[src/verilog/dsc_pkg.sv]
// constants, types and register map for the dac start-up configuration block
//
// Contract
// RQ1 - host reruns start-up after every power-down, reset
// RQ2 - host writes reserved private registers with given values
// RQ3 - 0x18 at serial_port_config selects 4-wire; default 3-wire
// RQ4 - 0x52 at calibration_reset_control resets calibration registers
// RQ5 - host then writes 0xD2 releasing calibration reset
// RQ6 - host writes 0x02 to register nvm_config_a
// RQ7 - host writes 0x00 to nvm_config_b before load
// RQ8 - 0x01 at calibration_load_control loads factory calibration coefficients
// RQ9 - start-up completes before serial-link configuration
// RQ10 - serdes set up before data links come up
// RQ11 - oscillator configured only after start-up completes
// RQ12 - oscillator alone or mixed, exactly one mode
// RQ13 - bit 1 of calibration_load_control reports successful load
// RQ14 - host issues writes in order, one at a time
package dsc_pkg;

    // register offsets
    localparam logic [14:0] ADDR_SERIAL_PORT_CONFIG   = 15'h0000;
    localparam logic [14:0] ADDR_CAL_RESET_CONTROL    = 15'h00d2;
    localparam logic [14:0] ADDR_CAL_LOAD_CONTROL     = 15'h0604;
    localparam logic [14:0] ADDR_NVM_CONFIG_A         = 15'h0606;
    localparam logic [14:0] ADDR_NVM_CONFIG_B         = 15'h0607;

    // values after reset
    localparam logic [7:0]  SERIAL_PORT_CONFIG_RST    = 8'h00;
    localparam logic [7:0]  CAL_RESET_CONTROL_RST     = 8'hd2;
    localparam logic [7:0]  NVM_CONFIG_A_RST          = 8'h00;
    localparam logic [7:0]  NVM_CONFIG_B_RST          = 8'hff;

    // values the nvm set-up must hold before a load counts as good
    localparam logic [7:0]  NVM_CONFIG_A_REQ          = 8'h02;
    localparam logic [7:0]  NVM_CONFIG_B_REQ          = 8'h00;

    // field positions
    localparam int          SPCFG_SDO_BIT             = 4;
    localparam int          SPCFG_SDO_MIRROR_BIT      = 3;
    localparam int          CALRST_RELEASE_BIT        = 7;
    localparam int          LOAD_GO_BIT               = 0;
    localparam int          LOAD_PASS_BIT             = 1;

    // serial frame: 16 instruction bits, then 8 data bits
    localparam logic [4:0]  SPI_INSTR_BITS            = 5'd16;
    localparam logic [4:0]  SPI_FRAME_BITS            = 5'd24;

    // calibration store
    localparam int          NUM_COEF                  = 4;
    localparam int          COEF_W                    = 8;
    localparam logic [3:0]  NVM_READ_CYCLES           = 4'd3;

    typedef enum logic [0:0] {
        LD_IDLE,
        LD_RUN
    } dsc_load_e;

    typedef struct packed {
        logic cs_n;
        logic sclk;
        logic sdio;
    } dsc_spi_in_s;

    typedef struct packed {
        logic sdio;
        logic sdio_oe;
        logic sdo;
        logic sdo_oe;
    } dsc_spi_out_s;

    typedef logic [NUM_COEF-1:0][COEF_W-1:0] dsc_coef_t;

    typedef struct packed {
        logic [2:0]  cs_n_sy;
        logic [2:0]  sclk_sy;
        logic [2:0]  sdio_sy;
        logic        cs_n_f;
        logic        sclk_f;
        logic [4:0]  cnt;
        logic [15:0] sh;
        logic        rw;
        logic [14:0] addr;
        logic [7:0]  rd_sh;
        logic        dout;
        logic        oe;
        logic [7:0]  spcfg;
        logic [7:0]  calrst;
        logic [7:0]  nvma;
        logic [7:0]  nvmb;
        logic        pass;
        dsc_load_e   ld;
        logic [1:0]  idx;
        logic [3:0]  wait_cnt;
        dsc_coef_t   coefs;
        logic        nco_only;
    } dsc_state_s;

endpackage : dsc_pkg

[src/verilog/dsc_startup_config.sv]
// serial control port slave with calibration reset and factory coefficient load
`timescale 1ns/10ps
module dsc_startup_config #(
    parameter dsc_pkg::dsc_coef_t FACTORY_COEF = {8'h11, 8'h22, 8'h33, 8'h44}
) (
    // clock and reset
    input  wire logic                  core_clk_in,
    input  wire logic                  rst_n_in,
    // serial control port pins
    input  wire dsc_pkg::dsc_spi_in_s  spi_in,
    output dsc_pkg::dsc_spi_out_s      spi_out,
    // oscillator mode request from the core, same clock
    input  wire logic                  nco_only_in,
    // converter side
    output logic                       four_wire_out,
    output logic                       cal_reset_out,
    output logic                       cal_valid_out,
    output logic                       load_busy_out,
    output logic                       nco_only_out,
    output dsc_pkg::dsc_coef_t         cal_coef_out
);
    import dsc_pkg::*;

    localparam dsc_state_s ST_RST = '{
        cs_n_sy  : 3'b111,
        sclk_sy  : 3'b000,
        sdio_sy  : 3'b000,
        cs_n_f   : 1'b1,
        sclk_f   : 1'b0,
        cnt      : 5'd0,
        sh       : 16'h0000,
        rw       : 1'b0,
        addr     : 15'h0000,
        rd_sh    : 8'h00,
        dout     : 1'b0,
        oe       : 1'b0,
        spcfg    : SERIAL_PORT_CONFIG_RST,
        calrst   : CAL_RESET_CONTROL_RST,
        nvma     : NVM_CONFIG_A_RST,
        nvmb     : NVM_CONFIG_B_RST,
        pass     : 1'b0,
        ld       : LD_IDLE,
        idx      : 2'd0,
        wait_cnt : 4'd0,
        coefs    : '0,
        nco_only : 1'b0
    };

    dsc_state_s s_r;
    dsc_state_s s_nxt;

    // unmapped addresses read as zero
    function automatic logic [7:0] reg_read(input logic [14:0] a, input dsc_state_s s);
        logic [7:0] v;
        v = 8'h00;
        if (a == ADDR_SERIAL_PORT_CONFIG) begin
            v = s.spcfg;
        end else if (a == ADDR_CAL_RESET_CONTROL) begin
            v = s.calrst;
        end else if (a == ADDR_CAL_LOAD_CONTROL) begin
            v[LOAD_GO_BIT]   = (s.ld == LD_RUN);
            v[LOAD_PASS_BIT] = s.pass; // RQ13
        end else if (a == ADDR_NVM_CONFIG_A) begin
            v = s.nvma;
        end else if (a == ADDR_NVM_CONFIG_B) begin
            v = s.nvmb;
        end
        return v;
    endfunction : reg_read

    // level filter: keeps the old level while the last two stages disagree
    function automatic logic agreed(input logic [2:0] sy, input logic old);
        return (sy[1] == sy[2]) ? sy[2] : old;
    endfunction : agreed

    // one step of the coefficient load; a held calibration reset aborts it
    function automatic dsc_state_s load_step(input dsc_state_s s, input logic ok,
                                             input logic held);
        dsc_state_s n;
        n = s;
        if (held) begin
            n.coefs    = '0; // RQ4
            n.pass     = 1'b0;
            n.ld       = LD_IDLE;
            n.idx      = 2'd0;
            n.wait_cnt = 4'd0;
        end else begin
            case (s.ld)
                LD_IDLE: begin
                    n.wait_cnt = 4'd0;
                end
                LD_RUN: begin
                    if (s.wait_cnt == NVM_READ_CYCLES - 4'd1) begin
                        n.wait_cnt = 4'd0;
                        if (ok) begin
                            n.coefs[s.idx] = FACTORY_COEF[s.idx]; // RQ8
                        end
                        if (s.idx == 2'(NUM_COEF - 1)) begin
                            n.ld   = LD_IDLE;
                            // pass only when both nvm set-up values matched
                            n.pass = ok; // RQ13
                        end else begin
                            n.idx = s.idx + 2'd1;
                        end
                    end else begin
                        n.wait_cnt = s.wait_cnt + 4'd1;
                    end
                end
                default: begin
                    n.ld = LD_IDLE;
                end
            endcase
        end
        return n;
    endfunction : load_step

    // register update at the end of a write frame
    function automatic dsc_state_s reg_write(input dsc_state_s s, input logic [7:0] d,
                                             input logic may_start);
        dsc_state_s n;
        n = s;
        if (s.addr == ADDR_SERIAL_PORT_CONFIG) begin
            n.spcfg = d; // RQ3
        end else if (s.addr == ADDR_CAL_RESET_CONTROL) begin
            n.calrst = d; // RQ4
        end else if (s.addr == ADDR_CAL_LOAD_CONTROL) begin
            if (d[LOAD_GO_BIT] && may_start) begin
                n.ld       = LD_RUN; // RQ8
                n.idx      = 2'd0;
                n.wait_cnt = 4'd0;
                n.pass     = 1'b0;
            end
        end else if (s.addr == ADDR_NVM_CONFIG_A) begin
            n.nvma = d;
        end else if (s.addr == ADDR_NVM_CONFIG_B) begin
            n.nvmb = d;
        end
        return n;
    endfunction : reg_write

    logic       in_cal_reset;
    logic       nvm_ok;
    logic       start_ok;
    logic       instr_done;
    logic       wr_strobe;
    logic       rd_shift;
    logic       sclk_rise;
    logic       sclk_fall;
    logic       sdi;
    logic [7:0] wdata;

    always_comb begin
        s_nxt        = s_r;
        in_cal_reset = ~s_r.calrst[CALRST_RELEASE_BIT];
        nvm_ok       = (s_r.nvma == NVM_CONFIG_A_REQ) && (s_r.nvmb == NVM_CONFIG_B_REQ);
        sdi          = s_r.sdio_sy[2];
        wdata        = {s_r.sh[6:0], sdi};
        // a running load or a held calibration reset refuses a new start
        start_ok     = !in_cal_reset && (s_r.ld == LD_IDLE);
        instr_done   = (s_r.cnt == SPI_INSTR_BITS - 5'd1);
        wr_strobe    = (s_r.cnt == SPI_FRAME_BITS - 5'd1) && !s_r.rw;
        rd_shift     = s_r.rw && (s_r.cnt >= SPI_INSTR_BITS) && (s_r.cnt < SPI_FRAME_BITS);

        // pin synchronisers; a cs_n or sclk level counts once the last two stages agree, sdio is taken from the last stage
        s_nxt.cs_n_sy = {s_r.cs_n_sy[1:0], spi_in.cs_n};
        s_nxt.sclk_sy = {s_r.sclk_sy[1:0], spi_in.sclk};
        s_nxt.sdio_sy = {s_r.sdio_sy[1:0], spi_in.sdio};
        s_nxt.cs_n_f  = agreed(s_r.cs_n_sy, s_r.cs_n_f);
        s_nxt.sclk_f  = agreed(s_r.sclk_sy, s_r.sclk_f);
        sclk_rise     = ~s_r.sclk_f & s_nxt.sclk_f;
        sclk_fall     = s_r.sclk_f & ~s_nxt.sclk_f;

        s_nxt.nco_only = nco_only_in; // RQ12

        // calibration store and nvm load
        s_nxt = load_step(s_nxt, nvm_ok, in_cal_reset);

        // serial frame: r/w bit, 15 address bits, 8 data bits, msb first
        if (s_nxt.cs_n_f) begin
            s_nxt.cnt = 5'd0;
            s_nxt.oe  = 1'b0;
        end else if (sclk_rise && (s_r.cnt < SPI_FRAME_BITS)) begin
            s_nxt.sh  = {s_r.sh[14:0], sdi};
            s_nxt.cnt = s_r.cnt + 5'd1;
            if (instr_done) begin
                s_nxt.rw    = s_r.sh[14];
                s_nxt.addr  = {s_r.sh[13:0], sdi};
                // captured once so a load ending mid-frame cannot tear the byte
                s_nxt.rd_sh = reg_read({s_r.sh[13:0], sdi}, s_r);
            end
            if (wr_strobe) begin
                s_nxt = reg_write(s_nxt, wdata, start_ok);
            end
        end else if (sclk_fall && rd_shift) begin
            // read data moves on falling sclk, bit 7 first
            s_nxt.dout  = s_r.rd_sh[7];
            s_nxt.rd_sh = {s_r.rd_sh[6:0], 1'b0};
            s_nxt.oe    = 1'b1;
        end
    end

    always_ff @(posedge core_clk_in or negedge rst_n_in) begin
        if (!rst_n_in) begin
            s_r <= ST_RST;
        end else begin
            s_r <= s_nxt;
        end
    end

    // read data leaves on the shared line in 3-wire mode, on the sdo pin in 4-wire mode
    assign four_wire_out   = s_r.spcfg[SPCFG_SDO_BIT] | s_r.spcfg[SPCFG_SDO_MIRROR_BIT]; // RQ3
    assign spi_out.sdio    = s_r.dout;
    assign spi_out.sdio_oe = s_r.oe & ~four_wire_out;
    assign spi_out.sdo     = s_r.dout;
    assign spi_out.sdo_oe  = s_r.oe & four_wire_out;
    assign cal_reset_out   = ~s_r.calrst[CALRST_RELEASE_BIT]; // RQ5
    assign cal_valid_out   = s_r.pass;
    assign load_busy_out   = (s_r.ld == LD_RUN);
    assign nco_only_out    = s_r.nco_only;
    assign cal_coef_out    = s_r.coefs;

endmodule : dsc_startup_config

[config.mk]
export PLATFORM = sky130hd
export DESIGN_NAME = dsc_startup_config
export DESIGN_NICKNAME = d
export VERILOG_FILES = /design/src/verilog/dsc_pkg.sv /design/src/verilog/dsc_startup_config.sv
export SDC_FILE = /design/constraint.sdc
export NUM_CORES = 1
export LEC_CHECK = 0
export ABC_AREA = 1
export BUFFER_PORTS_ARGS = -buffer_cell sky130_fd_sc_hd__buf_2
export CORE_AREA = 2 2 94 187
export CTS_CLUSTER_SIZE = 12
export DETAILED_ROUTE_END_ITERATION = 8
export DIE_AREA = 0 0 96 189
export PLACE_DENSITY = 0.58
export SLEW_MARGIN = 20
export SYNTH_ARGS = -nofsm -noshare
export SYNTH_HDL_FRONTEND = slang
export SYNTH_SLANG_ARGS = --single-unit
[constraint.sdc]
create_clock -name core_clk_in -period 2 [get_ports core_clk_in]
set_input_delay 0.1 -clock core_clk_in [delete_from_list [all_inputs] [get_ports core_clk_in]]
set_output_delay 0.1 -clock core_clk_in [all_outputs]
set_load 0.05 [all_outputs]
# Word-level counts from Yosys, hierarchy flattened
# Cells that the tools add are included.
# word_totals
regBits	131
latch_bits	0
ramBits	0
mem_bits_ro	0
input_bits	6
out_inout_bits	41
n_memories	0
# op_classes
n_addsub	3
mul	0
div	0
n_lt_le_gt_ge	4
eq_ne	16
n_shift	0
muxes	39
n_bitwise	16
reduce_logical	24
# ops
cell	n
two-way mux 41 bit	3
two-way mux 32 bit	3
equality test 15 x 11 -> 1 bit, second input constant	6
two-way mux 8 bit	10
two-way mux 24 bit	3
two-way mux 40 bit	1
two-way mux 37 bit	1
bitwise mux 32 bit	1
equality test 15 x 8 -> 1 bit, second input constant	2
zero test 15 bit	2
two-way mux 10 bit	2
binary-select mux 8 bit (select 2 bit)	1
demux 8 bit (select 2 bit)	1
two-way mux 4 bit	3
NOT 1 bit	11
logical AND 1 bit	9
equality test 8 x 2 -> 1 bit, second input constant	1
zero test 8 bit	1
two-way mux 2 bit	4
one-hot mux 4 bit (2 select lines)	1
AND reduction 8 bit	1
AND reduction 7 bit	1
two-way mux 6 bit	1
AND reduction 2 bit	3
other kinds (22)	30

# Longest topological paths before layout
# depth
word_depth	16
ltp_mapped	16
ltp_nobuf	15

# Worst setup path before layout
# No wires, ideal clock.
# synth_path
path_type	reg2reg
from	register s_r[115] (netlist bit)
to	register s_r[62] (netlist bit)
setup_time_ns	0.117
t_arrival_ns	2.041
t_required_ns	1.883
path_slack_ns	-0.158
path_stages_with_launch	15
synth_period_minus_slack_ns	2.158
path_cell_list	dfrtp_1 -> ha_1 -> nand2_1 -> nor2_1 -> ha_1 -> buf_6 -> o21ai_2 -> inv_2 -> nor2_2 -> nand2_1 -> nor2_4 -> nand2_4 -> buf_2 -> nand4_1 -> nand2_1
# synth_via
elab_chain_len	7
word_cells_on_any_way	12
# synth_rtl
element	line	rtl
from (decl)	dsc_startup_config.sv:49	dsc_state_s s_r;
from (signal assigned)	dsc_startup_config.sv:206	s_r <= s_nxt;
equality test 5 x 4 -> 1 bit	dsc_startup_config.sv:160	instr_done = (s_r.cnt == SPI_INSTR_BITS - 5'd1);
two-way mux 24 bit	dsc_startup_config.sv:185	if (instr_done) begin
two-way mux 24 bit	dsc_startup_config.sv:182	end else if (sclk_rise && (s_r.cnt < SPI_FRAME_BITS)) begin
two-way mux 24 bit	dsc_startup_config.sv:179	if (s_nxt.cs_n_f) begin
zero test 15 bit	dsc_startup_config.sv:122	if (s.addr == ADDR_SERIAL_PORT_CONFIG) begin
NOT 1 bit (no source line)	n/a	
AND reduction 5 bit (no source line) (*)	n/a	
# Mark *: on every way between the ends. The rest lies on a longest branch, timed or not. The select of a mux whose other input is x is not followed.
# A chain may end at the register's enable or synchronous reset.

# Worst setup path in the final report
# layout_path
from	register s_r[116] (netlist bit)
to	register s_r[65] (netlist bit)
# layout_via
elab_chain_len	6
word_cells_on_any_way	10
# layout_rtl
element	line
equality test 5 x 4 -> 1 bit	dsc_startup_config.sv:160
two-way mux 24 bit	dsc_startup_config.sv:185
two-way mux 24 bit	dsc_startup_config.sv:182
two-way mux 24 bit	dsc_startup_config.sv:179
zero test 15 bit	dsc_startup_config.sv:122
AND reduction 4 bit (no source line) (*)	n/a
# Marked as above.

==> metrics.md <==
| Metric | Value |
|---|---|
| Number of I/O port buffers | `38` |
| Critical path peak fanout | `8` |
| Area Overhead vs Synth | `25.97%` |
| First-pass GRT wire length | `24290 um` |
| Top Usage Layer GRT | `met2` |
| Met2 GRT Util | `34.40%` |
| Peak Freq | `435.3 MHz` |
| CTS tree | `built` |
| Reg2Reg Setup Slack | `-300 ps` |
| RSZ-0062 raised after global routing | `yes` |
| Worst Path Arrival | `2540 ps` |
| Worst setup SP type | `flop` |
| Fillcell total | `1649` |
| Ant. Diodes | `0` |
| Avg Vias per Cell | `4.844` |
| Placer congestion estimate | `0.8738` |
| Reg2Reg Launch Point | `s_r[116]` |
| Status | `finished, violations left` |
| Mapped Cells | `688` |
| Register area share after synthesis | `48.19%` |
| Die Y | `189 um` |
| Worst vdd ir | `368.9 uV` |
| Rel. slew slack | `60.32%` |
| I/O pin total | `47` |
| Top cells by area, synth | `dfrtp_1 (41%), nand2_1 (9.5%), dfstp_2 (7.3%)` |
| CTS H-tree depth | `3` |
| Top cell by count, worst path | `buf_6` |
| Placeable Area | `0.01668 sq mm` |
| Max incr delay on CP | `410 ps` |
| Fin. max-slew vios | `0` |
| Initial DRT Pass Iterations | `4` |
| CTS Buf Count | `9` |
| Fin util | `43.44%` |
| Top cell type's share of synthesized area | `40.89%` |
| Avg Inst Size Synth | `8.362 sq um` |
| Synth area leader | `dfrtp_1` |
| Clock transition at path regs | `70 ps` |
| Placed cell count | `948` |
| Worst path required time | `2240 ps` |
| DRC | `0` |
| CTS root buf | `clkbuf_16` |
| Nets | `796` |
| Routed Wire Length | `15350 um` |
| Vias | `4796` |
| Share of cells above drive strength 1 | `31.80%` |
| Site Rows | `67` |
| FFs w/ async S/R, synth | `100.0%` |
| Leak Pwr | `3.368 nW` |
| WS Path Type | `reg -> reg` |
| Die W | `96 um` |
| YS warnings | `0` |
| GRT Resource Usage Total | `17.81%` |
| Initial antenna violation count | `0` |
| Reg-to-reg endpoint | `s_r[65]` |
| # setup viols final | `36` |
| Post-route ant nets | `0` |
| Crit. End Element | `flop` |
| Post-synth EDFFs | `0` |
| Tcrit/Tclk final | `114.9%` |
| Layout Skew | `7.345 ps` |
| GR Layer Usage met1 | `17.22%` |
| Initial Util | `34.49%` |
| Max-cap violations | `0` |
| DP HPWL | `11050 um` |
| Setup slack after layout | `-297.4 ps` |
| Violated checks | `setup timing` |
| CTS Buffer Depth | `2` |
| Met3 Track Usage GR | `2.109%` |
| Tot Pwr | `0.005172 W` |
| Clock Sinks | `110` |
| Measured slew at the worst slew-check pin | `595.2 ps` |
| Skew-Pair Late Insertion Delay | `350 ps` |
| Cell Count, Final, Fillers Out | `990` |
| PwrDens | `713.7 mW/mm^2` |
| Min cycle time layout | `2297 ps` |
| Crit-path slowest cell | `dfrtp_1` |
| FF+latch count, synth | `110` |
| Hold slack | `280.5 ps` |
| Cell variety after synth | `40` |
| Post-Syn Area | `0.005753 sq mm` |
| Crit-path cells | `ha_4 -> nand2_4 -> nor2_4 -> ha_4 -> buf_6 -> buf_6 -> buf_6 -> o21ai_4 -> nand4_4 -> nor2_4 -> buf_12 -> nand3_4 -> nand2_1 -> o21ai_1` |
| Total gr overflow | `0` |
| Die ar. | `0.01814 sq mm` |
| HP Class | `in -> async` |
| Vias in the first global route | `4787` |
| Most common flop cell mapped by yosys | `dfrtp_1` |
| Drt initial violations | `265` |
| Reg2reg path depth | `14` |
| Final hold violations | `0` |
| Largest net degree at the start of global routing | `64` |
| Wire per inst | `15.50 um` |
power breakdown:
group | leakage, nW | total (W) | switching, W | internal, W
logic | 1.80 | 0.00104 | 0.000663 | 0.000382
registers | 1.44 | 0.00247 | 0.000138 | 0.00233
clock network | 0.121 | 0.00166 | 0.000810 | 0.000848
total | 3.37 | 0.00517 | 0.00161 | 0.00356
layer usage:
layer	wire length [um]	part of all wire [%]	up-vias
li1	-	-	2380
met1	5184	34	2282
met2	9149	60	91
met3	271	1.8	43
met4	741	4.8	0
met5	0	0	-
placed cells by master, fill, tap and decap left out, types with 2 or more instances in the layout:
cell and count:
nor3_2 2, clkbuf_16 9, nand2_1 127, dlygate4sd3_1 5, nand3_2 4, nor3_1 4
a21oi_1 15, dfrtp_1 94, o22ai_1 4, o21ai_4 8, nor2_4 14, xnor2_1 2
o21ai_1 16, inv_2 12, nand4_1 23, buf_2 37, buf_4 63, nand2_2 18
nor2_2 8, o21ai_0 49, nand3_4 4, clkbuf_1 5, o21ai_2 13, buf_6 8
nand4_4 2, o21bai_1 2, buf_12 7, ha_4 2, ha_1 10, conb_1 8
dfstp_2 16, nand3_1 43, inv_1 64, nor2_1 57, or2_2 3, nand2_4 6
metrics by stage:
step / area [sq um] / TNS [ps] / worst slack (ps)
after floorplan: 5801 / -1958 / -91.41
after global placement: 6369 / -15230 / -459.2
after detailed placement: 6369 / -15670 / -466.0
after CTS: 6973 / -8379 / -285.7
after global routing: 7247 / -12760 / -386.4
final: 7247 / -8640 / -297.4
worst max path at each step:
stage             start       to  slack (ps)  depth (start not counted)
2_1_floorplan  s_r[115]  s_r[62]         -90                         15
3_3_place_gp   s_r[116]  s_r[60]        -460                         14
3_5_place_dp   s_r[116]  s_r[62]        -470                         14
4_1_cts        s_r[115]  s_r[62]        -290                         14
5_1_grt        s_r[115]  s_r[57]        -390                         14
6_report       s_r[116]  s_r[65]        -300                         14
critical path: cells and delay by family (launching register included):
| kind | cells | cell delay (ps) |
|---|---|---|
| flops | 1 | 410 |
| simple gates | 6 | 670 |
| fa+ha+maj | 2 | 360 |
| buf+inv | 4 | 500 |
| compound gates | 2 | 230 |
cell usage after synthesis, types with 12 or more instances:
cell,count
inv_2,14
buf_4,37
nand2_1,146
a21oi_1,16
o21ai_1,19
dfrtp_1,94
ha_1,12
o21ai_0,51
nor2_1,67
dfstp_2,16
nand3_1,46
nand4_1,23
inv_1,64
o21ai_2,16
sequential cells by signal, indices dropped and copies added (netlist names):
| signal | count |
|---|---|
| spi_out | 1 |
| s_r | 94 |
| cal_coef_out | 12 |
| load_busy_out | 1 |
| cal_valid_out | 1 |
| nco_only_out | 1 |
layout make-up:
cell class,instances,area (sq um),share of cell area [%]
Sequential cell,110,2773,38.26
Multi-Input combinational cell,458,2705,37.33
Timing Repair Buffer,121,953.4,13.16
Inverter,78,300.3,4.144
Tap cell,207,259.0,3.574
Clock buffer,14,244.0,3.367
Clock inverter,2,12.51,0.1727
cell families after synthesis:
group / Yosys count / share of synthesized area [%]
AND/OR/NAND/NOR: 318 / 25.77
buffers and inverters: 131 / 11.57
AO/OA/AOI/OAI: 112 / 11.14
flip-flops: 110 / 48.19
adder cells (fa/ha/maj): 12 / 2.610
XOR/XNOR: 3 / 0.4568
other: 1 / 0.06518
multiplexers: 1 / 0.1957
repair_timing:
item / 4_1_cts / 5_1_grt
gates resized for setup: 38 / 47
endpoints found under the hold margin: 38 / 0
buffers inserted: 10 / 7
pin swaps: 24 / 34
gates cloned: 4 / 0
hold buffers: 5 / 0
setup endpoints to repair: 45 / 45
No activity file was read; power rests on OpenSTA's default activity.
